`src/core/hbc_pkg.sv`:
```
/*
 * Constants and types shared by the host bus command and status port.
 * Assumes a single 125 MHz system clock and a synchronous active-high reset.
 */
// Notes on behaviour
// - Command 0xFD04 sets configuration, wait output high.
// - Command 0xFD06 sets configuration, wait output low.
// - Status reads 0x0002 after reset, interrupt high.
// - Eight-bit mode pairs two reads per word.
// - Command 0xFEzz loads page, shown in upper byte.
// - Command 0x8801 returns clock B, then clock A.
// - Missing clock or frame sync reads 0x92FB.
// - Interrupt output low while any interrupt pending.
package hbc_pkg;
    localparam logic [7:0] OP_CODE_CFG = 8'hfd;
    localparam logic [7:0] OP_CODE_PAGE = 8'hfe;
    localparam logic [15:0] CMD_CFG_WAIT_HIGH = 16'hfd04;
    localparam logic [15:0] CMD_CFG_WAIT_LOW = 16'hfd06;
    localparam logic [15:0] CMD_READ_PCM_RATES = 16'h8801;
    localparam logic [7:0] CFG_RESET = 8'h04;
    localparam int CFG_WAIT_LOW_BIT = 1;
    localparam logic [7:0] PAGE_RESET = 8'h00;
    localparam logic [15:0] STATUS_RESET = 16'h0002;
    localparam int STATUS_INT_BIT = 1;
    localparam logic [15:0] RATE_ABSENT = 16'h92fb;
    localparam logic [15:0] DATA_NONE = 16'h0000;
    localparam logic ADDR_STATUS = 1'b0;
    localparam logic ADDR_DATA = 1'b1;
    localparam int CLOCK_PERIOD_NS = 8;
    localparam int PCM_CLK_LOSS_NS = 4000;
    localparam int FS_LOSS_NS = 250000;
    localparam int PCM_CLK_LOSS_CYCLES = (PCM_CLK_LOSS_NS + CLOCK_PERIOD_NS - 1) / CLOCK_PERIOD_NS;
    localparam int FS_LOSS_CYCLES = (FS_LOSS_NS + CLOCK_PERIOD_NS - 1) / CLOCK_PERIOD_NS;

    typedef enum logic [1:0] {
        OP_CFG = 2'b00,
        OP_PAGE = 2'b01,
        OP_READ = 2'b10
    } hbc_op_type;
endpackage : hbc_pkg

```
`src/core/hbc_clock_meter.sv`:
```
/*
 * Measures one PCM bit clock as its count of rising edges per frame sync period.
 * Assumes the clock and frame sync come from pins, asynchronous to clock_in.
 */
`timescale 1ns/1ps
module hbc_clock_meter import hbc_pkg::*; #(
    parameter int CLK_LOSS = PCM_CLK_LOSS_CYCLES,
    parameter int FS_LOSS = FS_LOSS_CYCLES
) (
    input wire logic clock_in,
    input wire logic rst_in,
    input wire logic pcm_clock_in,
    input wire logic frame_sync_in,
    output logic [15:0] rate_out
);
    logic [2:0] clk_sync;
    logic [2:0] fs_sync;
    logic [15:0] clk_age;
    logic [15:0] fs_age;
    logic [15:0] edge_count;
    wire clk_rise = clk_sync[1] & ~clk_sync[2];
    wire fs_rise = fs_sync[1] & ~fs_sync[2];
    wire present = (clk_age < 16'(CLK_LOSS)) && (fs_age < 16'(FS_LOSS));

    always_ff @(posedge clock_in) begin
        if (rst_in) begin
            clk_sync <= 3'h0;
            fs_sync <= 3'h0;
        end else begin
            clk_sync <= {clk_sync[1:0], pcm_clock_in};
            fs_sync <= {fs_sync[1:0], frame_sync_in};
        end
    end

    // Ages saturate so a dead clock stays absent without wrapping back to present.
    always_ff @(posedge clock_in) begin
        if (rst_in) begin
            clk_age <= 16'hffff;
            fs_age <= 16'hffff;
            edge_count <= 16'h0000;
            rate_out <= RATE_ABSENT;
        end else begin
            clk_age <= clk_rise ? 16'h0000 : (clk_age == 16'hffff ? clk_age : clk_age + 16'h0001);
            fs_age <= fs_rise ? 16'h0000 : (fs_age == 16'hffff ? fs_age : fs_age + 16'h0001);
            if (fs_rise) begin
                edge_count <= {15'h0000, clk_rise};
            end else if (clk_rise && edge_count != 16'hffff) begin
                edge_count <= edge_count + 16'h0001;
            end
            if (!present) begin
                rate_out <= RATE_ABSENT;
            end else if (fs_rise) begin
                rate_out <= edge_count;
            end
        end
    end
endmodule : hbc_clock_meter

```
`src/core/hbc_host_port.sv`:
```
/*
 * Parallel host bus port: command decode, status word, page and wait configuration,
 * and PCM clock rate readback.
 * Assumes host strobes are asynchronous and each stays active for at least four
 * clock_in periods, with data stable while the write strobe is active.
 */
`timescale 1ns/1ps
module hbc_host_port import hbc_pkg::*; #(
    parameter int FS_LOSS = FS_LOSS_CYCLES
) (
    input wire logic clock_in,
    input wire logic rst_in,
    input wire logic bus_8bit_in,
    input wire logic host_cs_n_in,
    input wire logic host_rd_n_in,
    input wire logic host_wr_n_in,
    input wire logic host_addr_in,
    input wire logic [15:0] host_data_in,
    output logic [15:0] host_data_out,
    output logic host_data_oe_out,
    output logic host_wait_out,
    output logic host_int_out,
    input wire logic irq_pending_in,
    input wire logic pcm_clock_a_in,
    input wire logic pcm_clock_b_in,
    input wire logic frame_sync_in,
    output logic bus_8bit_out
);
    logic [1:0] s_cs_n;
    logic [1:0] s_rd_n;
    logic [1:0] s_wr_n;
    logic [1:0] s_addr;
    logic [1:0] s_wide;
    logic [15:0] s_data [2];
    logic wr_prev;
    logic rd_prev;
    logic [15:0] wr_hold;
    logic addr_hold;
    logic strap_taken;
    logic byte_hi;
    logic last_addr;
    logic [7:0] upper_byte;
    logic [7:0] cfg;
    logic [7:0] page;
    logic [15:0] rd_cmd;
    logic data_idx;
    logic [15:0] rate_a;
    logic [15:0] rate_b;

    function automatic logic [15:0] pick_half(input logic [15:0] word, input logic wide,
                                              input logic hi);
        if (wide) begin
            pick_half = word;
        end else begin
            pick_half = hi ? {8'h00, word[15:8]} : {8'h00, word[7:0]};
        end
    endfunction : pick_half

    wire wr_act = ~s_cs_n[1] & ~s_wr_n[1];
    wire rd_act = ~s_cs_n[1] & ~s_rd_n[1];
    wire wr_done = wr_prev & ~wr_act;
    wire rd_start = rd_act & ~rd_prev;
    wire rd_done = rd_prev & ~rd_act;
    wire acc_addr = wr_done ? addr_hold : s_addr[1];
    wire phase_hi = byte_hi && (acc_addr == last_addr);
    // In 8-bit mode a word is complete only on the second byte of a pair.
    wire word_end = !bus_8bit_out || phase_hi;
    wire cmd_exec = wr_done && addr_hold == ADDR_STATUS && word_end;
    wire [15:0] cmd_word = bus_8bit_out ? {upper_byte, wr_hold[7:0]} : wr_hold;
    wire [15:0] status_word = {page, 6'h00, host_int_out, 1'b0};
    wire [15:0] data_word = (rd_cmd == CMD_READ_PCM_RATES) ? (data_idx ? rate_a : rate_b)
                                                            : DATA_NONE;
    wire [15:0] rd_word = (s_addr[1] == ADDR_STATUS) ? status_word : data_word;
    wire hbc_op_type op = (cmd_word[15:8] == OP_CODE_CFG) ? OP_CFG :
                          (cmd_word[15:8] == OP_CODE_PAGE) ? OP_PAGE : OP_READ;

    always_ff @(posedge clock_in) begin
        if (rst_in) begin
            s_cs_n <= 2'h3;
            s_rd_n <= 2'h3;
            s_wr_n <= 2'h3;
            s_addr <= 2'h0;
            s_data[0] <= 16'h0000;
            s_data[1] <= 16'h0000;
        end else begin
            s_cs_n <= {s_cs_n[0], host_cs_n_in};
            s_rd_n <= {s_rd_n[0], host_rd_n_in};
            s_wr_n <= {s_wr_n[0], host_wr_n_in};
            s_addr <= {s_addr[0], host_addr_in};
            s_data[0] <= host_data_in;
            s_data[1] <= s_data[0];
        end
    end

    // The strap synchroniser keeps running in reset, so the pin level held before
    // release has already crossed it when the strap is caught.
    always_ff @(posedge clock_in) begin
        s_wide <= {s_wide[0], ~bus_8bit_in};
    end

    // The width strap is caught after reset release, once it has crossed the synchroniser.
    always_ff @(posedge clock_in) begin
        if (rst_in) begin
            strap_taken <= 1'b0;
            bus_8bit_out <= 1'b0;
        end else if (!strap_taken) begin
            strap_taken <= 1'b1;
            bus_8bit_out <= ~s_wide[1];
        end
    end

    always_ff @(posedge clock_in) begin
        if (rst_in) begin
            wr_prev <= 1'b0;
            rd_prev <= 1'b0;
            wr_hold <= 16'h0000;
            addr_hold <= ADDR_STATUS;
        end else begin
            wr_prev <= wr_act;
            rd_prev <= rd_act;
            if (wr_act) begin
                wr_hold <= s_data[1];
                addr_hold <= s_addr[1];
            end
        end
    end

    // Byte pairing: in 8-bit mode the high byte goes first; any access to the other
    // location restarts the pair, so a stray single byte cannot shift later words.
    always_ff @(posedge clock_in) begin
        if (rst_in) begin
            byte_hi <= 1'b0;
            last_addr <= ADDR_STATUS;
            upper_byte <= 8'h00;
        end else if (wr_done || rd_done) begin
            last_addr <= acc_addr;
            byte_hi <= bus_8bit_out && !phase_hi;
            if (wr_done && !phase_hi) begin
                upper_byte <= wr_hold[7:0];
            end
        end
    end

    always_ff @(posedge clock_in) begin
        if (rst_in) begin
            cfg <= CFG_RESET;
            page <= PAGE_RESET;
            rd_cmd <= 16'h0000;
        end else if (cmd_exec) begin
            case (op)
                OP_CFG: cfg <= cmd_word[7:0];
                OP_PAGE: page <= cmd_word[7:0];
                OP_READ: rd_cmd <= cmd_word;
                default: rd_cmd <= rd_cmd;
            endcase
        end
    end

    always_ff @(posedge clock_in) begin
        if (rst_in) begin
            data_idx <= 1'b0;
        end else if (cmd_exec && op == OP_READ) begin
            data_idx <= 1'b0;
        end else if (rd_done && s_addr[1] == ADDR_DATA && word_end) begin
            data_idx <= ~data_idx;
        end
    end

    always_ff @(posedge clock_in) begin
        if (rst_in) begin
            host_data_out <= 16'h0000;
            host_data_oe_out <= 1'b0;
            host_wait_out <= 1'b1;
            host_int_out <= 1'b1;
        end else begin
            host_data_oe_out <= rd_act;
            if (rd_start) begin
                host_data_out <= pick_half(rd_word, !bus_8bit_out, phase_hi == 1'b0);
            end
            host_wait_out <= ~cfg[CFG_WAIT_LOW_BIT];
            host_int_out <= ~irq_pending_in;
        end
    end

    hbc_clock_meter #(.CLK_LOSS(PCM_CLK_LOSS_CYCLES), .FS_LOSS(FS_LOSS)) u_meter_a (
        .clock_in(clock_in),
        .rst_in(rst_in),
        .pcm_clock_in(pcm_clock_a_in),
        .frame_sync_in(frame_sync_in),
        .rate_out(rate_a)
    );

    hbc_clock_meter #(.CLK_LOSS(PCM_CLK_LOSS_CYCLES), .FS_LOSS(FS_LOSS)) u_meter_b (
        .clock_in(clock_in),
        .rst_in(rst_in),
        .pcm_clock_in(pcm_clock_b_in),
        .frame_sync_in(frame_sync_in),
        .rate_out(rate_b)
    );
endmodule : hbc_host_port

```
`config.mk`:
```
export PLATFORM = sky130hd
export DESIGN_NAME = hbc_host_port
export DESIGN_NICKNAME = d
export VERILOG_FILES = /design/src/core/hbc_pkg.sv /design/src/core/hbc_clock_meter.sv /design/src/core/hbc_host_port.sv
export SDC_FILE = /design/constraint.sdc
export NUM_CORES = 1
export LEC_CHECK = 0
export BUFFER_PORTS_ARGS = -buffer_cell sky130_fd_sc_hd__buf_2
export CORE_MARGIN = 2
export CORE_UTILIZATION = 45
export CTS_CLUSTER_SIZE = 20
export DETAILED_ROUTE_END_ITERATION = 8
export GPL_ROUTABILITY_DRIVEN = 0
export PLACE_DENSITY_LB_ADDON = 0.08
export RECOVER_POWER = 25
export SLEW_MARGIN = 20
export SYNTH_ARGS = -nofsm -noshare
export SYNTH_HDL_FRONTEND = slang
export SYNTH_SLANG_ARGS = --single-unit
```
`constraint.sdc`:
```
create_clock -name clock_in -period 1.7 [get_ports clock_in]
set_input_delay 0.255 -clock clock_in [delete_from_list [all_inputs] [get_ports clock_in]]
set_output_delay 0.255 -clock clock_in [all_outputs]
set_load 0.03 [all_outputs]
```
# Word-level counts from Yosys, hierarchy flattened
# Memory sizes are Yosys's and may differ from the RTL's. A register that Yosys moved wholly into a read port is not among the register bits.
# Index checks and enable logic that the tools add are counted.
# W data, S select, Z words.
# totals
register_bits,210
latchBits,0
ram_bits,32
rom_bits,0
inputBits,27
output_inout_bits,20
word_cells,144
memories,1
# classes
addsub,6
n_mul,0
n_div,0
magnitude_cmp,4
eq_ne,16
shift,0
n_mux,26
n_bitwise,29
reduce_logical,28
# mem_list
name,words,word_bits,rd,rd_clocked_by_memory_dff,wr,line,source
s_data,2,16,2,1,2,hbc_host_port.sv:34,logic [15:0] s_data [2];
# op_table
cell,count
$mux W16,15
$add A16 B1 Y16 const B,6
$eq A16 B16 Y1 const B,5
$lt A16 B15 Y1 const B,2
$lt A16 B9 Y1 const B,2
$ne A16 B16 Y1 const B,2
$not A1 Y1,18
$eq A8 B8 Y1 const B,2
$logic_and A1 B1 Y1,12
$reduce_or A2 Y1,5
$and A1 B1 Y1,9
$mux W1,8
$mux W8,1
$ne A2 B1 Y1 const B,4
$reduce_and A2 Y1,4
$mux W2,2
$reduce_bool A2 Y1,2
$eq A2 B1 Y1 const B,1
$eq A2 B2 Y1 const B,1
$logic_not A1 Y1,2
$logic_not A2 Y1,1
$logic_or A1 B1 Y1,2
$or A1 B1 Y1,2
$eq A1 B1 Y1,1

# Longest topological paths before layout
# depth
ltp_word,11
ltp_mapped,7
depth_no_buf,6

# Hierarchy
# Synthesis repeated with hierarchy kept, for this count alone.
# hier_totals
hier_cells,1261
area_unflattened_um2,11438.5
# by_module_without_submodules
mod,n_inst,cells_per_inst,area_each_um2
hbc_clock_meter,2,392,3448.3
hbc_host_port,1,477,4541.9

# Least setup slack after synthesis
# OpenSTA, ideal clock, no wires.
# synth_timing
path_kind,flip-flop to flip-flop
startpoint,register bus_8bit_out
endpoint,register host_data_out[1]
setup_time_ns,0.134
arrival_time_ns,1.690
slack_ns,-0.125
stages_incl_launch_ff,7
cell_sequence,dfxtp_1 buf_2 inv_1 a31oi_1 nand3_1 a2111oi_0 nor4_1
# synth_between
elab_chain_cells,1
# synth_lines
element,line,source
start: declaration,hbc_host_port.sv:27,output logic bus_8bit_out
start signal: assignment,hbc_host_port.sv:108,bus_8bit_out <= ~s_wide[1];
$mux W16,hbc_host_port.sv:52,if (wide) begin
end signal: assignment,hbc_host_port.sv:178,"host_data_out <= pick_half(rd_word, !bus_8bit_out, phase_hi == 1'b0);"
end: declaration,hbc_host_port.sv:19,"output logic [15:0] host_data_out,"
# Every way passes these cells.
# A chain may end at the register's enable or synchronous reset.

# Worst setup path after layout
# layout_timing
startpoint,register u_meter_b.fs_age[1]
endpoint,register u_meter_b.rate_out[9]
# layout_between
elab_chain_cells,4
# layout_lines
element,line,source
start: declaration,hbc_clock_meter.sv:19,logic [15:0] fs_age;
start signal: assignment,hbc_clock_meter.sv:44,fs_age <= fs_rise ? 16'h0000 : (fs_age == 16'hffff ? fs_age : fs_age + 16'h0001);
$lt A16 B15 Y1,hbc_clock_meter.sv:23,wire present = (clk_age < 16'(CLK_LOSS)) && (fs_age < 16'(FS_LOSS));
$logic_and A1 B1 Y1,hbc_clock_meter.sv:23,
$not A1 Y1 (no line),n/a,
$reduce_or A2 Y1 (no line),n/a,
end signal: assignment,hbc_clock_meter.sv:53,rate_out <= edge_count;
end: declaration,hbc_clock_meter.sv:14,output logic [15:0] rate_out
# Every way passes these cells.

==> results.cfg <==
[yosys]
yosys_warnings = 0
synth_top_family_by_area = simple AND/OR/NAND/NOR gates
seq_area_frac_synth = 0.473
synthMuxAreaShare = 0.0501
ys_ff_latch = 254
yosysTopAreaCellShare = 0.473
synth_edf_count = 0
yosys-top-cells-area = dfxtp_1, nand2_1, o21ai_0
syn_avg_cell_area_um2 = 8.88
mappedNetlistArea_um2 = 10700
ys.flop_type = dfxtp_1
synthSimpleGateAreaFrac = 0.245
yosys.area.top_type = dfxtp_1
syn_nets = 1242
synth-xor-area-share = 0.0506
async_flop_share = 0
yosysUniqueCellTypes = 76
synth_fa_ha_area_frac = 0.00699
postSynthCellCount = 1209
synth_compound_gate_area_share = 0.146

[layout]
antenna_cells = 0
fill_cells = 2153
nNetsFinal = 1416
layout-drive-gt1-share = 0.239
area_delta_synth_final_pct = 28.1
multi_input_area_um2 = 5660
seq_area_um2 = 5100
stdcell_area_um2 = 13800

[floorplanning]
rows = 56
core_area_um2 = 23500
ios = 47
initial_utilization = 0.458
die_x_um = 158
die_h_um = 158
die_area_um2 = 25100

[route]
wl_per_cell_um = 15.2
antenna_left = 0
drc = 0
route.final.wire_length_um = 26100
drt_first_pass_iters = 5
viasPerCell = 5.27
drt_iter0_drc = 670
via_count = 9068

[worst_hold_path]
hp-class = primary input to flip-flop

[flow_run]
maxCapViolations = 0

[grt]
grt_max_degree = 94
grt-ovfl-total = 0
grt_pass1_wl_um = 42100
grt_usage = 0.206
antenna_found_initial = 1
grt_pass1_vias = 8345

[setup_path]
crit_chain = o31ai_2 > nand2_1 > a21o_1 > a311oi_4 > buf_4 > buf_8 > nand3_2
worst_path_max_delay_cell = dfxtp_2
cp-start-kind = flip-flop
critPathKind = flip-flop to flip-flop
ff2ff_setup_slack_ns = 0.05
cp_data_arrival_time_ns = 2.07
cp_max_fo = 8
worstPathRequired_ns = 2.13
worstSetupEndpointType = flip-flop
max_stage_delay_ns = 0.35

[sta]
slew_headroom = 0.676
fin_crit_sh = 0.969
period_minus_slack_ns = 1.65
rsz0062_at_grt = true
final_max_slew_viol_count = 0
fin_tns_setup_ns = 0
worst-slew-pin-transition_ns = 0.485
setup_viol = 0
final.setup_skew_ns = 0.0110
fmax_ghz = 0.607
final_hold_viol_count = 0

[pwr]
ir_worst_vdd_uv = 888
power_w = 0.0178
p_leak_nw = 5.28
power.density_nw_per_um2 = 1300

[cts]
htree_levels = 1
cts_tree = yes
cts.path.max_buffers = 3
clkTransAtPathRegs_ns = 0.06
clock_sinks = 254
numCtsBuffers = 28
clk_latency_ns = 0.54
cts_root_buffer = clkbuf_16

[placement]
dp_hpwl_um = 18300
placed_cell_area_um2 = 12200
numPortBuffers = 46

[outcome]
status = finished clean
[power breakdown]
part	switching, W	total [W]	internal (W)
registers	0.000624	0.00720	0.00658
logic	0.00232	0.00448	0.00216
clock network	0.00241	0.00613	0.00372
[kinds of logic after synthesis]
| group | Yosys count |
|---|---|
| compound gates | 250 |
| fa+ha+maj | 6 |
| simple gates | 513 |
| flops | 254 |
| xor+xnor | 62 |
| mux | 52 |
| buf+inv | 72 |
[layout by cell type (no fill, tap or decap), types with 14 or more instances in the layout]
master         netlist  final
mux2_2              14     14
nor2b_1             56     55
nor2_1              84     82
nor3_1              17     14
clkbuf_16            0     28
a21oi_1             59     59
nand2_1            152    150
xnor2_1             34     34
buf_4                1    121
dlygate4sd3_1        0     25
xor2_1              28     28
buf_2               12     45
o21ai_0            100     98
mux2i_1             38     37
nand4_1             27     27
nand3_1             84     72
and3_1              16     15
dfxtp_1            254    242
[final timing paths]
path                        from               endpoint  cells after the start
max          u_meter_b.fs_age[1]  u_meter_b.rate_out[9]                      7
min                       rst_in  u_meter_b.clk_sync[2]                      3
max reg2reg  u_meter_b.fs_age[1]  u_meter_b.rate_out[9]                      7
min reg2reg            s_wide[0]              s_wide[1]                      0
[through the flow]
step,util,hold slack [ns],std cells,setup slack [ns]
after global routing,0.586,0.146,1721,-0.0492
after floorplan,-,0.310,1209,-0.00353
after detailed placement,0.519,0.315,1640,-0.0271
after global placement,0.519,0.315,1640,-0.0204
final,0.586,0.134,1721,0.0534
after CTS,0.570,0.0925,1714,0.00657
[what timing repair did]
| item | CTS | global route |
|---|---|---|
| resized for setup | 2 | 75 |
| setup buffers | 0 | 6 |
| endpoints found under the setup margin | 6 | 84 |
| hold buffers | 25 | 0 |
| cloned | 0 | 1 |
| pin swaps | 1 | 14 |
| endpoints found under the hold margin | 25 | 0 |
[registers in the layout, summed over array words and instances, names as in the netlist, 3 cells and up]
signal                count
upper_byte                8
s_data                   32
u_meter_a.rate_out       16
u_meter_b.fs_sync         3
u_meter_b.fs_age         16
u_meter_b.rate_out       16
u_meter_a.fs_age         16
host_data_out            16
page                      8
u_meter_a.edge_count     16
rd_cmd                   16
wr_hold                  16
u_meter_b.clk_age        16
u_meter_b.clk_sync        3
u_meter_b.edge_count     16
u_meter_a.clk_sync        3
u_meter_a.clk_age        16
[per-layer routing]
layer  wire (µm)  vias up  global-route usage
met5          13        -                   0
met4         560        2              0.0511
met3        1020       40              0.0280
met2       11500      151               0.327
met1       13000     4233               0.297
li1            -     4642                   -
[Yosys cell counts (all sizes together) (3+ instances only)]
| cell | instances |
|---|---|
| o31ai | 5 |
| o211a | 3 |
| o211ai | 7 |
| a211oi | 15 |
| nor3 | 18 |
| nand4 | 29 |
| dfxtp | 254 |
| nand2b | 7 |
| nor4 | 16 |
| mux2i | 38 |
| a21boi | 7 |
| a311oi | 4 |
| or4 | 3 |
| nor4b | 3 |
| a21oi | 60 |
| a31oi | 12 |
| ha | 6 |
| and4 | 11 |
| clkbuf | 41 |
| xnor2 | 34 |
| nor3b | 3 |
| xor2 | 28 |
| nor2 | 87 |
| or2 | 11 |
| nand3 | 85 |
| mux2 | 14 |
| o2111ai | 10 |
| nand3b | 5 |
| and3 | 16 |
| a21o | 3 |
| or3 | 4 |
| inv | 13 |
| o21ai | 108 |
| nor2b | 56 |
| nand2 | 153 |
| buf | 18 |
[layout make-up]
cell class                 count  share of cell area
clock buffer                  36              0.0575
clock inverter                13              0.0116
timing repair buffer         203               0.116
tap                          319              0.0290
sequential                   254               0.371
inverter                      13             0.00355
multi-input combinational    883               0.411
[critical path, delay by kind of cell (launching register included)]
family                 cells  cell delay, ns
AND/OR/NAND/NOR            2            0.15
flip-flops                 1            0.35
AO/OA/AOI/OAI              3            0.71
buffers and inverters      2            0.33
(Power assumes the default switching activity.)
